`src/hdl/bdm_pkg.sv`:
```
// Overview of operation
// - sfr offsets mirror to bank 0 always
// - gpr storage only bank0 20-7f, bank1 20-3f
// - upper banks alias into bank 0 or 1
// - aux pages only via dedicated instructions
// - aux pages ignore bank bits
// - indirect port redirects through file pointer
// - timer0 read returns live count
// - timer0 write replaces running count
// - timer0 source: inst clock, pin, low osc
// - pc low byte shows pc[7:0], resets zero
// - pc increments on each step, unless a long jump/call or a pc low write loads it
// - pc[10:8] from high buffer on pc low write, or from long jump/call target
// - long jump loads all 11 pc bits
// - long call loads pc, pushes pc+1
// - status bits 7:6 select bank
// - indirect offset from pointer bits 6:0
// - direct offset from opcode bits 6:0
package bdm_pkg;
  localparam int BDM_PC_W = 11;
  localparam logic [6:0] BDM_OFS_INDIRECT_ACCESS_PORT = 7'h00;
  localparam logic [6:0] BDM_OFS_TMR = 7'h01;
  localparam logic [6:0] BDM_OFS_PCLO = 7'h02;
  localparam logic [6:0] BDM_OFS_STAT = 7'h03;
  localparam logic [6:0] BDM_OFS_FPTR = 7'h04;
  localparam logic [6:0] BDM_OFS_PCHB = 7'h0a;
  localparam logic [6:0] BDM_OFS_NONE7 = 7'h07;
  localparam logic [6:0] BDM_OFS_NONED = 7'h0d;
  localparam logic [6:0] BDM_OFS_NONE1D = 7'h1d;
  localparam logic [6:0] BDM_OFS_NONE1E = 7'h1e;
  localparam logic [6:0] BDM_SFR_TOP = 7'h1f;
  localparam logic [6:0] BDM_GPR_LO = 7'h20;
  localparam logic [6:0] BDM_B1_TOP = 7'h3f;
  localparam logic [7:0] BDM_PCLO_RST = 8'h00;
  localparam logic [2:0] BDM_PCHB_RST = 3'h0;
  localparam logic [7:0] BDM_STAT_RST = 8'h18;
  localparam logic [7:0] BDM_ZERO = 8'h00;
  localparam logic [1:0] BDM_BANK1 = 2'h1;
  localparam logic [1:0] BDM_BANK3 = 2'h3;

  typedef enum logic [1:0] {
    BDM_SRC_INST = 2'b00,
    BDM_SRC_PIN = 2'b01,
    BDM_SRC_LOSC = 2'b10
  } bdm_tsrc_t;

  typedef enum logic [2:0] {
    BDM_SP_RPAGE = 3'b000,
    BDM_SP_FPAGE_WR = 3'b001,
    BDM_SP_FPAGE_RD = 3'b010,
    BDM_SP_SPAGE_WR = 3'b011,
    BDM_SP_SPAGE_RD = 3'b100
  } bdm_space_t;

  typedef struct packed {
    logic valid;
    bdm_space_t space;
    logic indirect;
    logic [6:0] opcode_ofs;
    logic wr;
    logic rd;
    logic [7:0] wdata;
  } bdm_acc_t;

  typedef struct packed {
    logic step;
    logic long_jump_instr;
    logic long_call_instr;
    logic [10:0] target;
  } bdm_pcop_t;
endpackage : bdm_pkg

```
`src/hdl/bdm_map.sv`:
```
`timescale 1ns/10ps
module bdm_map
  import bdm_pkg::*;
#(
  parameter int PC_W = BDM_PC_W
)(
  // clock and reset
  input wire logic mclk,
  input wire logic reset_n,
  // access from cpu
  input wire bdm_pkg::bdm_acc_t acc,
  output logic [7:0] rdata,
  // auxiliary page strobes
  output logic fpage_sel,
  output logic spage_sel,
  output logic [6:0] aux_ofs,
  input wire logic [7:0] aux_rdata,
  // external sfr strobes (other r-page registers)
  output logic sfr_sel,
  output logic [6:0] sfr_ofs,
  input wire logic [7:0] sfr_rdata,
  input wire logic sfr_hit,
  // program counter control
  input wire bdm_pkg::bdm_pcop_t pcop,
  output logic [10:0] pc,
  output logic push,
  output logic [10:0] push_addr,
  // timer0 sources
  input wire logic instruction_clock,
  input wire logic ext_timer0_clock_pin,
  input wire logic low_osc_tick,
  input wire logic timer0_mode_bits,
  input wire logic cfg_low_osc
);
  logic [7:0] gpr0 [96];
  logic [7:0] gpr1 [32];
  logic [7:0] status;
  logic [7:0] fptr;
  logic [2:0] pc_high_buffer;
  logic [7:0] next_status;
  logic [7:0] next_fptr;
  logic [2:0] next_pchb;
  logic [10:0] next_pc;
  logic next_push;
  logic [10:0] next_push_addr;
  logic [7:0] next_rdata;
  logic [1:0] bank;
  logic [6:0] ofs;
  logic rpage;
  logic g0_hit;
  logic g1_hit;
  logic [6:0] g0_idx;
  logic [4:0] g1_idx;
  logic [7:0] tcount;
  logic tload;
  bdm_tsrc_t tsrc;

  assign bank = status[7:6];
  // aux pages only for their instructions
  assign rpage = acc.valid && acc.space == BDM_SP_RPAGE;

  always_comb begin
    ofs = acc.opcode_ofs;
    if (rpage && acc.indirect) begin
      ofs = fptr[6:0];
    end
    if (rpage && !acc.indirect && acc.opcode_ofs == BDM_OFS_INDIRECT_ACCESS_PORT) begin
      ofs = fptr[6:0];
    end
  end

  always_comb begin
    g0_hit = 1'b0;
    g1_hit = 1'b0;
    g0_idx = ofs - BDM_GPR_LO;
    g1_idx = 5'(ofs - BDM_GPR_LO);
    if (rpage && ofs >= BDM_GPR_LO) begin
      if (ofs <= BDM_B1_TOP && (bank == BDM_BANK1 || bank == BDM_BANK3)) begin
        g1_hit = 1'b1;
      end else begin
        g0_hit = 1'b1;
      end
    end
  end

  always_comb begin
    sfr_sel = 1'b0;
    sfr_ofs = ofs;
    if (rpage && ofs <= BDM_SFR_TOP) begin
      unique case (ofs)
        BDM_OFS_INDIRECT_ACCESS_PORT, BDM_OFS_TMR, BDM_OFS_PCLO, BDM_OFS_STAT,
        BDM_OFS_FPTR, BDM_OFS_PCHB: sfr_sel = 1'b0;
        BDM_OFS_NONE7, BDM_OFS_NONED, BDM_OFS_NONE1D,
        BDM_OFS_NONE1E: sfr_sel = 1'b0;
        default: sfr_sel = 1'b1;
      endcase
    end
  end

  assign fpage_sel = acc.valid && (acc.space == BDM_SP_FPAGE_WR ||
                                   acc.space == BDM_SP_FPAGE_RD);
  assign spage_sel = acc.valid && (acc.space == BDM_SP_SPAGE_WR ||
                                   acc.space == BDM_SP_SPAGE_RD);
  assign aux_ofs = acc.opcode_ofs;

  always_comb begin
    tsrc = BDM_SRC_INST;
    if (timer0_mode_bits) begin
      tsrc = cfg_low_osc ? BDM_SRC_LOSC : BDM_SRC_PIN;
    end
  end

  assign tload = rpage && acc.wr && ofs == BDM_OFS_TMR;

  bdm_timer0 u_timer0 (
    .mclk(mclk),
    .reset_n(reset_n),
    .instruction_clock(instruction_clock),
    .ext_timer0_clock_pin(ext_timer0_clock_pin),
    .low_osc_tick(low_osc_tick),
    .src(tsrc),
    .load(tload),
    .load_data(acc.wdata),
    .count(tcount)
  );

  // read mux
  always_comb begin
    next_rdata = BDM_ZERO;
    if (fpage_sel || spage_sel) begin
      next_rdata = aux_rdata;
    end else if (g0_hit) begin
      next_rdata = gpr0[g0_idx];
    end else if (g1_hit) begin
      next_rdata = gpr1[g1_idx];
    end else if (rpage) begin
      unique case (ofs)
        BDM_OFS_TMR: next_rdata = tcount;
        BDM_OFS_PCLO: next_rdata = pc[7:0];
        BDM_OFS_STAT: next_rdata = status;
        BDM_OFS_FPTR: next_rdata = fptr;
        BDM_OFS_INDIRECT_ACCESS_PORT, BDM_OFS_NONE7, BDM_OFS_NONED, BDM_OFS_NONE1D,
        BDM_OFS_NONE1E: next_rdata = BDM_ZERO;
        BDM_OFS_PCHB: next_rdata = BDM_ZERO;
        default: next_rdata = sfr_hit ? sfr_rdata : BDM_ZERO;
      endcase
    end
  end

  // core registers and pc
  always_comb begin
    next_status = status;
    next_fptr = fptr;
    next_pchb = pc_high_buffer;
    next_pc = pc;
    next_push = 1'b0;
    next_push_addr = push_addr;
    if (rpage && acc.wr && ofs == BDM_OFS_STAT) begin
      next_status = acc.wdata;
    end
    if (rpage && acc.wr && ofs == BDM_OFS_FPTR) begin
      next_fptr = acc.wdata;
    end
    if (rpage && acc.wr && ofs == BDM_OFS_PCHB) begin
      next_pchb = acc.wdata[2:0];
    end
    if (pcop.long_jump_instr) begin
      next_pc = pcop.target;
    end else if (pcop.long_call_instr) begin
      next_pc = pcop.target;
      next_push = 1'b1;
      next_push_addr = pc + 11'h001;
    end else if (rpage && acc.wr && ofs == BDM_OFS_PCLO) begin
      next_pc = {pc_high_buffer, acc.wdata};
    end else if (pcop.step) begin
      next_pc = pc + 11'h001;
    end
  end

  always_ff @(posedge mclk) begin
    if (!reset_n) begin
      status <= BDM_STAT_RST;
      fptr <= BDM_ZERO;
      pc_high_buffer <= BDM_PCHB_RST;
      pc <= {BDM_PCHB_RST, BDM_PCLO_RST};
      push <= 1'b0;
      push_addr <= {BDM_PCHB_RST, BDM_PCLO_RST};
      rdata <= BDM_ZERO;
    end else begin
      status <= next_status;
      fptr <= next_fptr;
      pc_high_buffer <= next_pchb;
      pc <= next_pc;
      push <= next_push;
      push_addr <= next_push_addr;
      rdata <= next_rdata;
    end
  end

  always_ff @(posedge mclk) begin
    if (acc.wr && g0_hit) begin
      gpr0[g0_idx] <= acc.wdata;
    end
    if (acc.wr && g1_hit) begin
      gpr1[g1_idx] <= acc.wdata;
    end
  end
endmodule : bdm_map

```
`src/hdl/bdm_timer0.sv`:
```
`timescale 1ns/10ps
module bdm_timer0
  import bdm_pkg::*;
(
  // clock and reset
  input wire logic mclk,
  input wire logic reset_n,
  // tick sources
  input wire logic instruction_clock,
  input wire logic ext_timer0_clock_pin,
  input wire logic low_osc_tick,
  input wire bdm_pkg::bdm_tsrc_t src,
  // load port
  input wire logic load,
  input wire logic [7:0] load_data,
  // count
  output logic [7:0] count
);
  logic [7:0] next_count;
  logic tick;

  always_comb begin
    unique case (src)
      BDM_SRC_PIN: tick = ext_timer0_clock_pin;
      BDM_SRC_LOSC: tick = low_osc_tick;
      default: tick = instruction_clock;
    endcase
  end

  always_comb begin
    next_count = count;
    if (load) begin
      next_count = load_data;
    end else if (tick) begin
      next_count = count + 8'h01;
    end
  end

  always_ff @(posedge mclk) begin
    if (!reset_n) begin
      count <= BDM_ZERO;
    end else begin
      count <= next_count;
    end
  end
endmodule : bdm_timer0

```
`config.mk`:
```
export PLATFORM = sky130hd
export DESIGN_NAME = bdm_map
export DESIGN_NICKNAME = d
export VERILOG_FILES = /design/src/hdl/bdm_pkg.sv /design/src/hdl/bdm_map.sv /design/src/hdl/bdm_timer0.sv
export SDC_FILE = /design/constraint.sdc
export NUM_CORES = 1
export LEC_CHECK = 0
export ABC_CLOCK_PERIOD_IN_PS = 3830
export BUFFER_PORTS_ARGS = -buffer_cell sky130_fd_sc_hd__buf_2
export CAP_MARGIN = 20
export CORE_ASPECT_RATIO = 1.25
export CORE_MARGIN = 5
export CORE_UTILIZATION = 40
export DETAILED_ROUTE_END_ITERATION = 10
export GPL_ROUTABILITY_DRIVEN = 0
export PLACE_DENSITY = 0.59
export SLEW_MARGIN = 20
export SYNTH_ARGS = -nofsm -noshare
export SYNTH_HDL_FRONTEND = slang
export SYNTH_HIERARCHICAL = 1
export SYNTH_SLANG_ARGS = --single-unit
export TNS_END_PERCENT = 1
```
`constraint.sdc`:
```
create_clock -name mclk -period 3.83 [get_ports mclk]
set_input_delay 0.383 -clock mclk [delete_from_list [all_inputs] [get_ports mclk]]
set_output_delay 0.383 -clock mclk [all_outputs]
set_load 0.1 [all_outputs]
```
# Word-level counts from Yosys, hierarchy flattened
# Memories as Yosys holds them, arrays and structs flattened.
# Cells that the tools add are included.
word_totals:
  reg_bits: 58
  ramBits: 1024
  romBits: 32
  inputBits: 60
  out_inout_bits: 48
  word_cells: 95
  mem_count: 3
mem_list:
  columns: ["name", "depth", "word_bits", "rd", "rd_clocked_by_memory_dff", "wr", "line_no", "rtl"]
  rows:
  - ["gpr0", 96, 8, 1, 0, 1, "bdm_map.sv:35", "logic [7:0] gpr0 [96];"]
  - ["gpr1", 32, 8, 1, 0, 1, "bdm_map.sv:36", "logic [7:0] gpr1 [32];"]
  - ["(name not given)", 32, 1, 1, 0, 0, "bdm_map.sv:90", "unique case (ofs)"]
op_classes:
  addsub: 3
  n_lt_le_gt_ge: 3
  eq_ne: 17
  n_mux: 28
  n_bitwise: 2
  reduce_logical: 31
op_table:
  columns: ["op", "count"]
  rows:
  - ["2-to-1 mux 8 bit", 7]
  - ["2-to-1 mux 11 bit", 4]
  - ["case mux 8 bit (5 select lines)", 1]
  - ["logical AND 1 bit", 17]
  - ["equality test 7 x 2 -> 1 bit (second input constant)", 2]
  - ["equality test 7 x 3 -> 1 bit (second input constant)", 2]
  - ["equality test 7 x 4 -> 1 bit (second input constant)", 2]
  - ["equality test 7 x 5 -> 1 bit (second input constant)", 2]
  - ["logical NOT 7 bit", 2]
  - ["2-to-1 mux 7 bit", 2]
  - ["adder 11 x 1 -> 11 bit (second input constant)", 1]
  - ["2-to-1 mux 1 bit", 11]
  - ["adder 8 x 1 -> 8 bit (second input constant)", 1]
  - ["equality test 7 x 1 -> 1 bit (second input constant)", 1]
  - [">= comparator 7 x 6 -> 1 bit (second input constant)", 1]
  - ["<= comparator 7 x 5 -> 1 bit (second input constant)", 1]
  - ["<= comparator 7 x 6 -> 1 bit (second input constant)", 1]
  - ["subtractor 7 x 6 -> 7 bit (second input constant)", 1]
  - ["equality test 3 x 2 -> 1 bit (second input constant)", 2]
  - ["OR reduction 6 bit", 1]
  - ["equality test 2 x 1 -> 1 bit (second input constant)", 2]
  - ["equality test 2 bit (second input constant)", 2]
  - ["logical OR 1 bit", 4]
  - ["2-to-1 mux 2 bit", 2]
  - ["other kinds (11)", 12]

# Depth between registers and ports, before layout
# Gate-level depths: netlist (run 1).
logic_depth:
  depth_word: 12
  mapped_depth: 16
  depth_no_buf: 11

# Modules after synthesis
# Netlist (run 1), hierarchy kept.
modules_own_cells:
  columns: ["mod", "n_inst", "cells_each", "area_each_um2", "seq_area_each_um2"]
  rows:
  - ["bdm_map", 1, 3240, 44700.4, 31750.5]
  - ["bdm_timer0", 1, 56, 493.0, 160.2]

# Worst setup path before layout (run 1)
# OpenSTA, ideal clock, no wires.
synth_path:
  kind: "input to output"
  from: "in acc[13] (netlist name)"
  to: "out sfr_sel"
  arrival_ns: 5.568
  t_required_ns: 3.447
  slack_ns: -2.121
  stages: 11
  path_buffers: 3
  path_cell_list: "nor4_1 -> a21o_1 -> a31oi_2 -> buf_6 -> inv_2 -> clkbuf_1 -> clkbuf_1 -> o211ai_1 -> o211ai_1 -> o211ai_1 -> a211oi_1"
synth_via:
  elab_chain_len: 6
  elab_cells_between_ends: 10
  cone_classes: "order compare (1); mux (4); reduce/logical (4); memory (1)"
synth_rtl:
  columns: ["element", "line_no", "rtl"]
  rows:
  - ["start: declaration", "bdm_map.sv:11", "input wire bdm_pkg::bdm_acc_t acc,"]
  - ["logical NOT 7 bit (*)", "bdm_map.sv:67", "if (rpage && !acc.indirect && acc.opcode_ofs == BDM_OFS_INDIRECT_ACCESS_PORT) begin"]
  - ["logical AND 1 bit (*)", "bdm_map.sv:67", null]
  - ["2-to-1 mux 7 bit (*)", "bdm_map.sv:67", null]
  - ["net sfr_ofs[4]", "bdm_map.sv:20", "output logic [6:0] sfr_ofs,"]
  - ["memory read (32 x 1 bit) / <= comparator 7 x 5 -> 1 bit (equally long branches)", null, null]
  - ["2-to-1 mux 1 bit / logical AND 1 bit (equally long branches)", "bdm_map.sv:90, bdm_map.sv:89", null]
  - ["2-to-1 mux 1 bit (*)", "bdm_map.sv:89", "if (rpage && ofs <= BDM_SFR_TOP) begin"]
  - ["end: declaration", "bdm_map.sv:19", "output logic sfr_sel,"]
# The timed path passes the listed nets; every way through them passes the cells marked *.

# Worst setup path in the final report (run 1)
layout_path:
  from: "in acc[19] (netlist name)"
  to: "out sfr_sel"
layout_via:
  elab_chain_len: 8
  elab_cells_between_ends: 13
  cone_classes: "order compare (1); mux (4); reduce/logical (7); memory (1)"
layout_rtl:
  columns: ["element", "line_no", "rtl"]
  rows:
  - ["logical NOT 3 bit (*)", "bdm_map.sv:60", "assign rpage = acc.valid && acc.space == BDM_SP_RPAGE;"]
  - ["logical AND 1 bit (*)", "bdm_map.sv:60", null]
  - ["logical AND 1 bit, on equally long branches", "bdm_map.sv:64, bdm_map.sv:67", null]
  - ["2-to-1 mux 7 bit / logical AND 1 bit (equally long branches)", "bdm_map.sv:64, bdm_map.sv:67", null]
  - ["2-to-1 mux 7 bit", "bdm_map.sv:67", null]
  - ["memory read (32 x 1 bit) (tied with other cells)", null, null]
  - ["2-to-1 mux 1 bit / logical AND 1 bit (equally long branches)", "bdm_map.sv:90, bdm_map.sv:89", null]
  - ["2-to-1 mux 1 bit (*)", "bdm_map.sv:89", null]
# Every way passes the cells marked *; elsewhere a longest branch is shown, timed or not.

==> results of run 1 <==
-- cell usage in the layout, fill, tap and decap left out, types with 9 or more instances in the layout --
master / netlist / final
nand3_1: 223 / 218
clkbuf_16: 0 / 103
clkinv_2: 0 / 20
a31oi_1: 44 / 44
a211oi_1: 76 / 74
buf_4: 37 / 412
nor2_4: 0 / 21
and3_1: 17 / 17
o211ai_1: 11 / 11
clkinv_1: 0 / 28
a2111oi_0: 15 / 15
dfxtp_1: 58 / 58
bufinv_16: 0 / 15
nor3_1: 15 / 15
o22ai_1: 17 / 17
a211o_1: 17 / 17
a32oi_1: 19 / 19
o21ai_0: 48 / 48
o31a_1: 52 / 52
buf_12: 0 / 126
nor2_2: 1 / 75
nor2_1: 213 / 118
dlygate4sd3_1: 0 / 11
inv_1: 11 / 11
ha_1: 9 / 9
clkbuf_1: 54 / 14
a21oi_1: 57 / 57
edfxtp_1: 1024 / 1024
nand4_1: 25 / 25
nand2_1: 594 / 594
xnor2_1: 14 / 14
a22oi_1: 29 / 29
mux2i_1: 301 / 301
a311oi_1: 44 / 44
buf_2: 103 / 94
-- cell families after synthesis --
kind of cell | share of synthesized area (%)
AND/OR/NAND/NOR | 11.0
flip-flops | 70.6
buffers and inverters | 2.74
multiplexers | 6.79
adder cells (fa/ha/maj) | 0.249
AO/OA/AOI/OAI | 8.27
XOR/XNOR | 0.368
-- cell type report --
class                   instances  area, um^2  area share (%)
diodes                          1        2.50         0.00448
clock buffers                 117        2630            4.70
clock inverters                72         751            1.34
inverters                      17        90.1           0.161
multi-input cells            1975       12500            22.3
flip-flops and latches       1082       31900            57.1
well taps                    1470        1840            3.29
repair buffers                643        6200            11.1
-- critical path: stages --
cell and delay, ps:
buf_2 100, or4b_1 600, buf_4 230, o31ai_1 250
o21a_4 190, inv_4 100, buf_4 220, nand3_2 170
o211ai_1 110, o211ai_1 120, o211ai_1 200, a211oi_4 350
buf_4 350
-- synth_stat cells (37+ instances only) --
cell / instances
clkbuf_1: 54
dfxtp_1: 58
nand3_1: 223
buf_4: 37
mux2i_1: 301
a211oi_1: 76
o31a_1: 52
o21ai_0: 48
nor2_1: 213
a311oi_1: 44
a21oi_1: 57
buf_2: 103
a31oi_1: 44
nand2_1: 594
edfxtp_1: 1024
-- stage by stage --
step                hold WS (ps)  std cells  setup slack, ps  utilization [%]  setup TNS, ps
detailed placement           469       5176             -231             46.5          -5700
CTS                         27.5       5376             90.5             49.6              0
floorplan                    444       3296            -82.1                -         -11340
finish                      69.9       5377             60.7             49.6              0
global placement             455       5176             -223             46.5          -2490
global route                34.0       5376             12.8             49.6              0
-- layer usage --
metal / GRT usage [%] / part of all wire [%]
met1: 29.2 / 39
met2: 40.0 / 49
met3: 3.93 / 7.1
met4: 11.2 / 5.3
met5: 0 / 0
-- timing repair --
item / 4_1_cts / 5_1_grt
buffers inserted: 0 / 0
hold buffers: 11 / 0
endpoints found under the hold margin: 11 / 0
endpoints found under the setup margin: 1 / 0
resized for setup: 1 / 0
-- registers in the layout, summed over array words and instances (netlist names) --
| signal | cells |
|---|---|
| gpr1 | 256 |
| gpr0 | 768 |
| rdata | 8 |
| u_timer0/count | 8 |
| push_addr | 11 |
| fptr | 8 |
| status | 8 |
| pc | 11 |
| pc_high_buffer | 3 |
| push | 1 |
-- report_power, final --
part           internal (mW)  leakage, nW  switching (mW)
Combinational          0.767         8.21            1.60
Sequential              13.0         9.67          0.0404
Clock                   5.93         1.65            4.41
-- worst max path at each step --
stage / to / startpoint
6_report: sfr_sel / acc[19]
5_1_grt: sfr_sel / acc[19]
4_1_cts: sfr_sel / acc[19]
3_5_place_dp: rdata[2] / acc[19]
3_3_place_gp: rdata[3] / acc[19]
2_1_floorplan: sfr_sel / acc[19]
==> flow_summary.yaml, run 1 <==
place:
  dpl.hpwl_um: 98200
  port-buffer-count: 106
  placed_area_um2: 52400
worst_setup_path:
  worst_setup_path_start_kind: "input port"
  worstPathArrival_ps: 3390
  rr_startpoint: "fptr[1]"
  criticalPathCategory: "in -> out"
  critPathMaxFanout: 9
  timing.rr.end: "rdata[3]"
  end_kind: "output pin"
  worst-endpoint-required_ps: 3450
  rrSetupSlack_ps: 260
  rr_worst_depth: 11
drt:
  vias: 30900
  drc_errors: 0
  drt-total-wl_um: 143000
  postRouteAntennaNets: 0
  dr.pass1.iters: 6
  dr.first_iter.drc_count: 3159
  drt-wirelength-per-cell_um: 26.7
  vias_per_cell: 5.74
min_path:
  worstHoldStart: "aux_rdata[1]"
  whs_endpoint: "rdata[1]"
  hp-class: "in -> reg"
  hold_depth: 3
timing:
  maxSlewViolCount: 0
  grt_setup_unrepaired: "false"
  period_needed_ps: 3770
  skew_ps: 34.1
  timing.final.crit_share_pct: 98.4
  hold_violations: 0
  fmax_ghz: 0.265
  worstMarginPinSlew_ps: 894
  relSlewSlack_pct: 40.4
  finalSetupViolCount: 0
clock_network:
  cts_sinks: 1082
  cts_buffers: 101
  clock_latency_ps: 710
  cts_root_buffer: "clkbuf_16"
  ctsHtreeMaxLevel: 3
  cts.reportedPaths.clkPinSlew_ps: 60
  cts_tree: "built"
  clk_path_buf_depth: 3
power_and_ir_drop:
  power.total_mw: 25.7
  powerDensity_nw_per_um2: 460
  vdd_drop_max_mv: 0.390
  power.leakage_nw: 19.5
layout:
  nNetsFinal: 3889
  fillers: 9650
  fin_area_um2: 55900
  layout-drive-gt1-share_pct: 23.6
  syn_to_final_growth_pct: 23.7
global_routing:
  track_usage_pct: 23.4
  grt-ovfl-total: 0
  grt_pass1_vias: 30400
  antenna_found_initial: 3
  grt_max_degree: 75
  grt_pass1_wl_um: 208000
yosys:
  ys_async_sr_fraction_pct: 0
  ys_ff_latch: 1082
  avgSynthCellArea_um2: 13.7
  yosysTopAreaCell: "edfxtp_1"
  synthCells: 3296
  ys_top_cells_by_area: "edfxtp_1 (68%), mux2i_1 (6.7%), nand2_1 (4.9%)"
  synth_cell_types: 90
  synthFlopType: "edfxtp_1"
  synth_nets: 3365
  yosysTopAreaCellShare_pct: 68.0
  syn-cell-area_um2: 45200
  yosysWarnings: 6
  ys_seq_area_share_pct: 70.6
  synth_edf_count: 1024
floorplanning:
  ioPinCount: 108
  die_w_um: 311
  dieArea_um2: 120000
  chipHeight_um: 386
  core-area_um2: 113000
  start_util_pct: 40.1
  rows: 138
status:
  status: "finished clean"
run:
  cap_violations: 0
Note: power is estimated with default switching activity, not from simulation.
==> run 2, diff against run 1 <==
- SETUP_SLACK_MARGIN: default -> 0.5
==> flow_summary.yaml, run 2 (same netlist as run 1, synthesis figures left out) <==
worst_setup_path:
  timing.rr.end: "rdata[2]"
  criticalPathCategory: "in -> out"
  crit_slowest_cell: "or4b_4"
  rrSetupSlack_ps: 470
  worst-endpoint-required_ps: 3450
  worst_setup_path_start_kind: "input port"
  max_stage_delay_ps: 540
  critPathBufInv: 4
  end_kind: "output pin"
  cp_cell_sequence: "buf_6 -> or4b_4 -> buf_8 -> o31a_1 -> a31oi_4 -> inv_6 -> nand2_2 -> nor2_1 -> a21oi_1 -> o211ai_1 -> a211oi_4 -> buf_12"
  rr_startpoint: "fptr[1]"
  path_delay_family: "compound AO/OA/AOI/OAI gates"
  critPathMaxFanout: 7
  rr_worst_depth: 13
  worstPathArrival_ps: 3030
layout:
  fillers: 9449
  seq_area_um2: 31900
  final_common_cell: "edfxtp_1"
  reg_top3: "gpr0 (768), gpr1 (256)"
  syn_to_final_growth_pct: 26.8
  final_cell_mix: "edfxtp_1 (1024), nand2_1 (592), buf_4 (360), mux2i_1 (301), nand3_1 (218)"
  top_register: "gpr0"
  n_antenna_cell: 0
  layout-drive-gt1-share_pct: 25.0
  nNetsFinal: 3892
  largest_register_ff_count: 768
  multiInputGateArea_um2: 13100
  fin_area_um2: 57300
floorplanning:
  ioPinCount: 108
  start_util_pct: 40.1
  rows: 138
  chipHeight_um: 386
  die_w_um: 311
  dieArea_um2: 120000
  core-area_um2: 113000
drt:
  vias: 30900
  dr.first_iter.drc_count: 3172
  wl_met2_um: 71400
  wl_met3_um: 10600
  dr.pass1.iters: 6
  wl_met1_um: 57600
  drt-total-wl_um: 147000
  drc_errors: 0
  drt-wirelength-per-cell_um: 27.3
  postRouteAntennaNets: 0
  vias_per_cell: 5.74
  routed.top_layer: "met4"
min_path:
  hold_depth: 4
  worstHoldStart: "pcop[1]"
  whs_endpoint: "pc[1]"
  hp-class: "in -> reg"
place:
  dpl.hpwl_um: 98600
  placed_area_um2: 53100
  dpl_worst_slack_ps: -188
  port-buffer-count: 106
power_and_ir_drop:
  powerDensity_nw_per_um2: 450
  vdd_drop_max_mv: 0.368
  power.total_mw: 25.8
  power.leakage_nw: 19.8
global_routing:
  antenna_found_initial: 2
  track_usage_pct: 24.0
  grt_pass1_wl_um: 212000
  grt-ovfl-total: 0
  grt_max_degree: 89
  grt_pass1_vias: 30000
timing:
  relSlewSlack_pct: 33.2
  hold_violations: 0
  timing.final.crit_share_pct: 89.2
  period_needed_ps: 3410
  worstMarginPinSlew_ps: 1000
  fmax_ghz: 0.293
  maxSlewViolCount: 0
  setup_tns_ps: 0
  finalWorstSetupSlack_ps: 415
  skew_ps: 41.9
  finalSetupViolCount: 0
  grt_setup_unrepaired: "true"
clock_network:
  clk_path_buf_depth: 3
  clock_latency_ps: 720
  cts_tree: "built"
  cts.reportedPaths.clkPinSlew_ps: 60
  cts_buffers: 103
  ctsHtreeMaxLevel: 3
  cts_sinks: 1082
  cts_root_buffer: "clkbuf_16"
run:
  cap_violations: 0
status:
  status: "finished clean"
run 2: metrics by stage:
step           util, %  cells  hold WS [ps]
2_1_floorplan        -   3296           444
3_3_place_gp      47.1   5135           457
3_5_place_dp      47.1   5135           469
4_1_cts           50.8   5379          11.6
5_1_grt           50.8   5382          51.7
6_report          50.8   5382          61.5
run 2: worst reg2reg max path: cells and delay by family (launching register included):
family                 cells  cell delay [ps]
DFF                        1              370
and+or+nand+nor            1              200
buffers and inverters      5              840
muxes                      1              290
AOI/OAI and AO/OA          6             1500
run 2: area by class of cell:
type	instances	area share (%)
repair inverters	1	0.0284
well taps	1470	3.21
clock inverters	63	1.10
inverters	17	0.194
multi-input cells	1975	22.9
clock buffers	131	4.87
flip-flops and latches	1082	55.7
repair buffers	643	12.1
run 2: worst max path at each step:
| stage | to | cells past startpoint | start | slack, ps |
|---|---|---|---|---|
| after floorplan | sfr_sel | 10 | acc[19] | 140 |
| after global placement | rdata[2] | 15 | acc[19] | -230 |
| after detailed placement | rdata[2] | 15 | acc[19] | -190 |
| after CTS | sfr_sel | 13 | acc[20] | 430 |
| after global routing | sfr_sel | 14 | acc[20] | 380 |
| final | sfr_sel | 12 | acc[20] | 420 |
run 2: report_power, final:
group          total, mW  switching [mW]  leakage [nW]  internal [mW]
Clock               10.3            4.49          1.66           5.85
Combinational       2.46            1.65          8.49          0.815
Sequential          13.0          0.0370          9.67           13.0
run 2: repair_timing:
| action | CTS | global route |
|---|---|---|
| gates cloned | 8 | 0 |
| buffers inserted | 31 | 3 |
| endpoints found under the setup margin | 5 | 7 |
| hold buffers | 11 | 0 |
| hold endpoints to repair | 11 | 0 |
| pin swaps | 11 | 7 |
| gates resized for setup | 40 | 8 |
run 2: layer usage:
| metal | vias to the layer above | global-route usage [%] |
|---|---|---|
| met4 | 0 | 10.8 |
| met3 | 283 | 3.78 |
| met1 | 15600 | 30.7 |
| met2 | 1352 | 40.6 |
| met5 | - | 0 |
| li1 | 13600 | - |
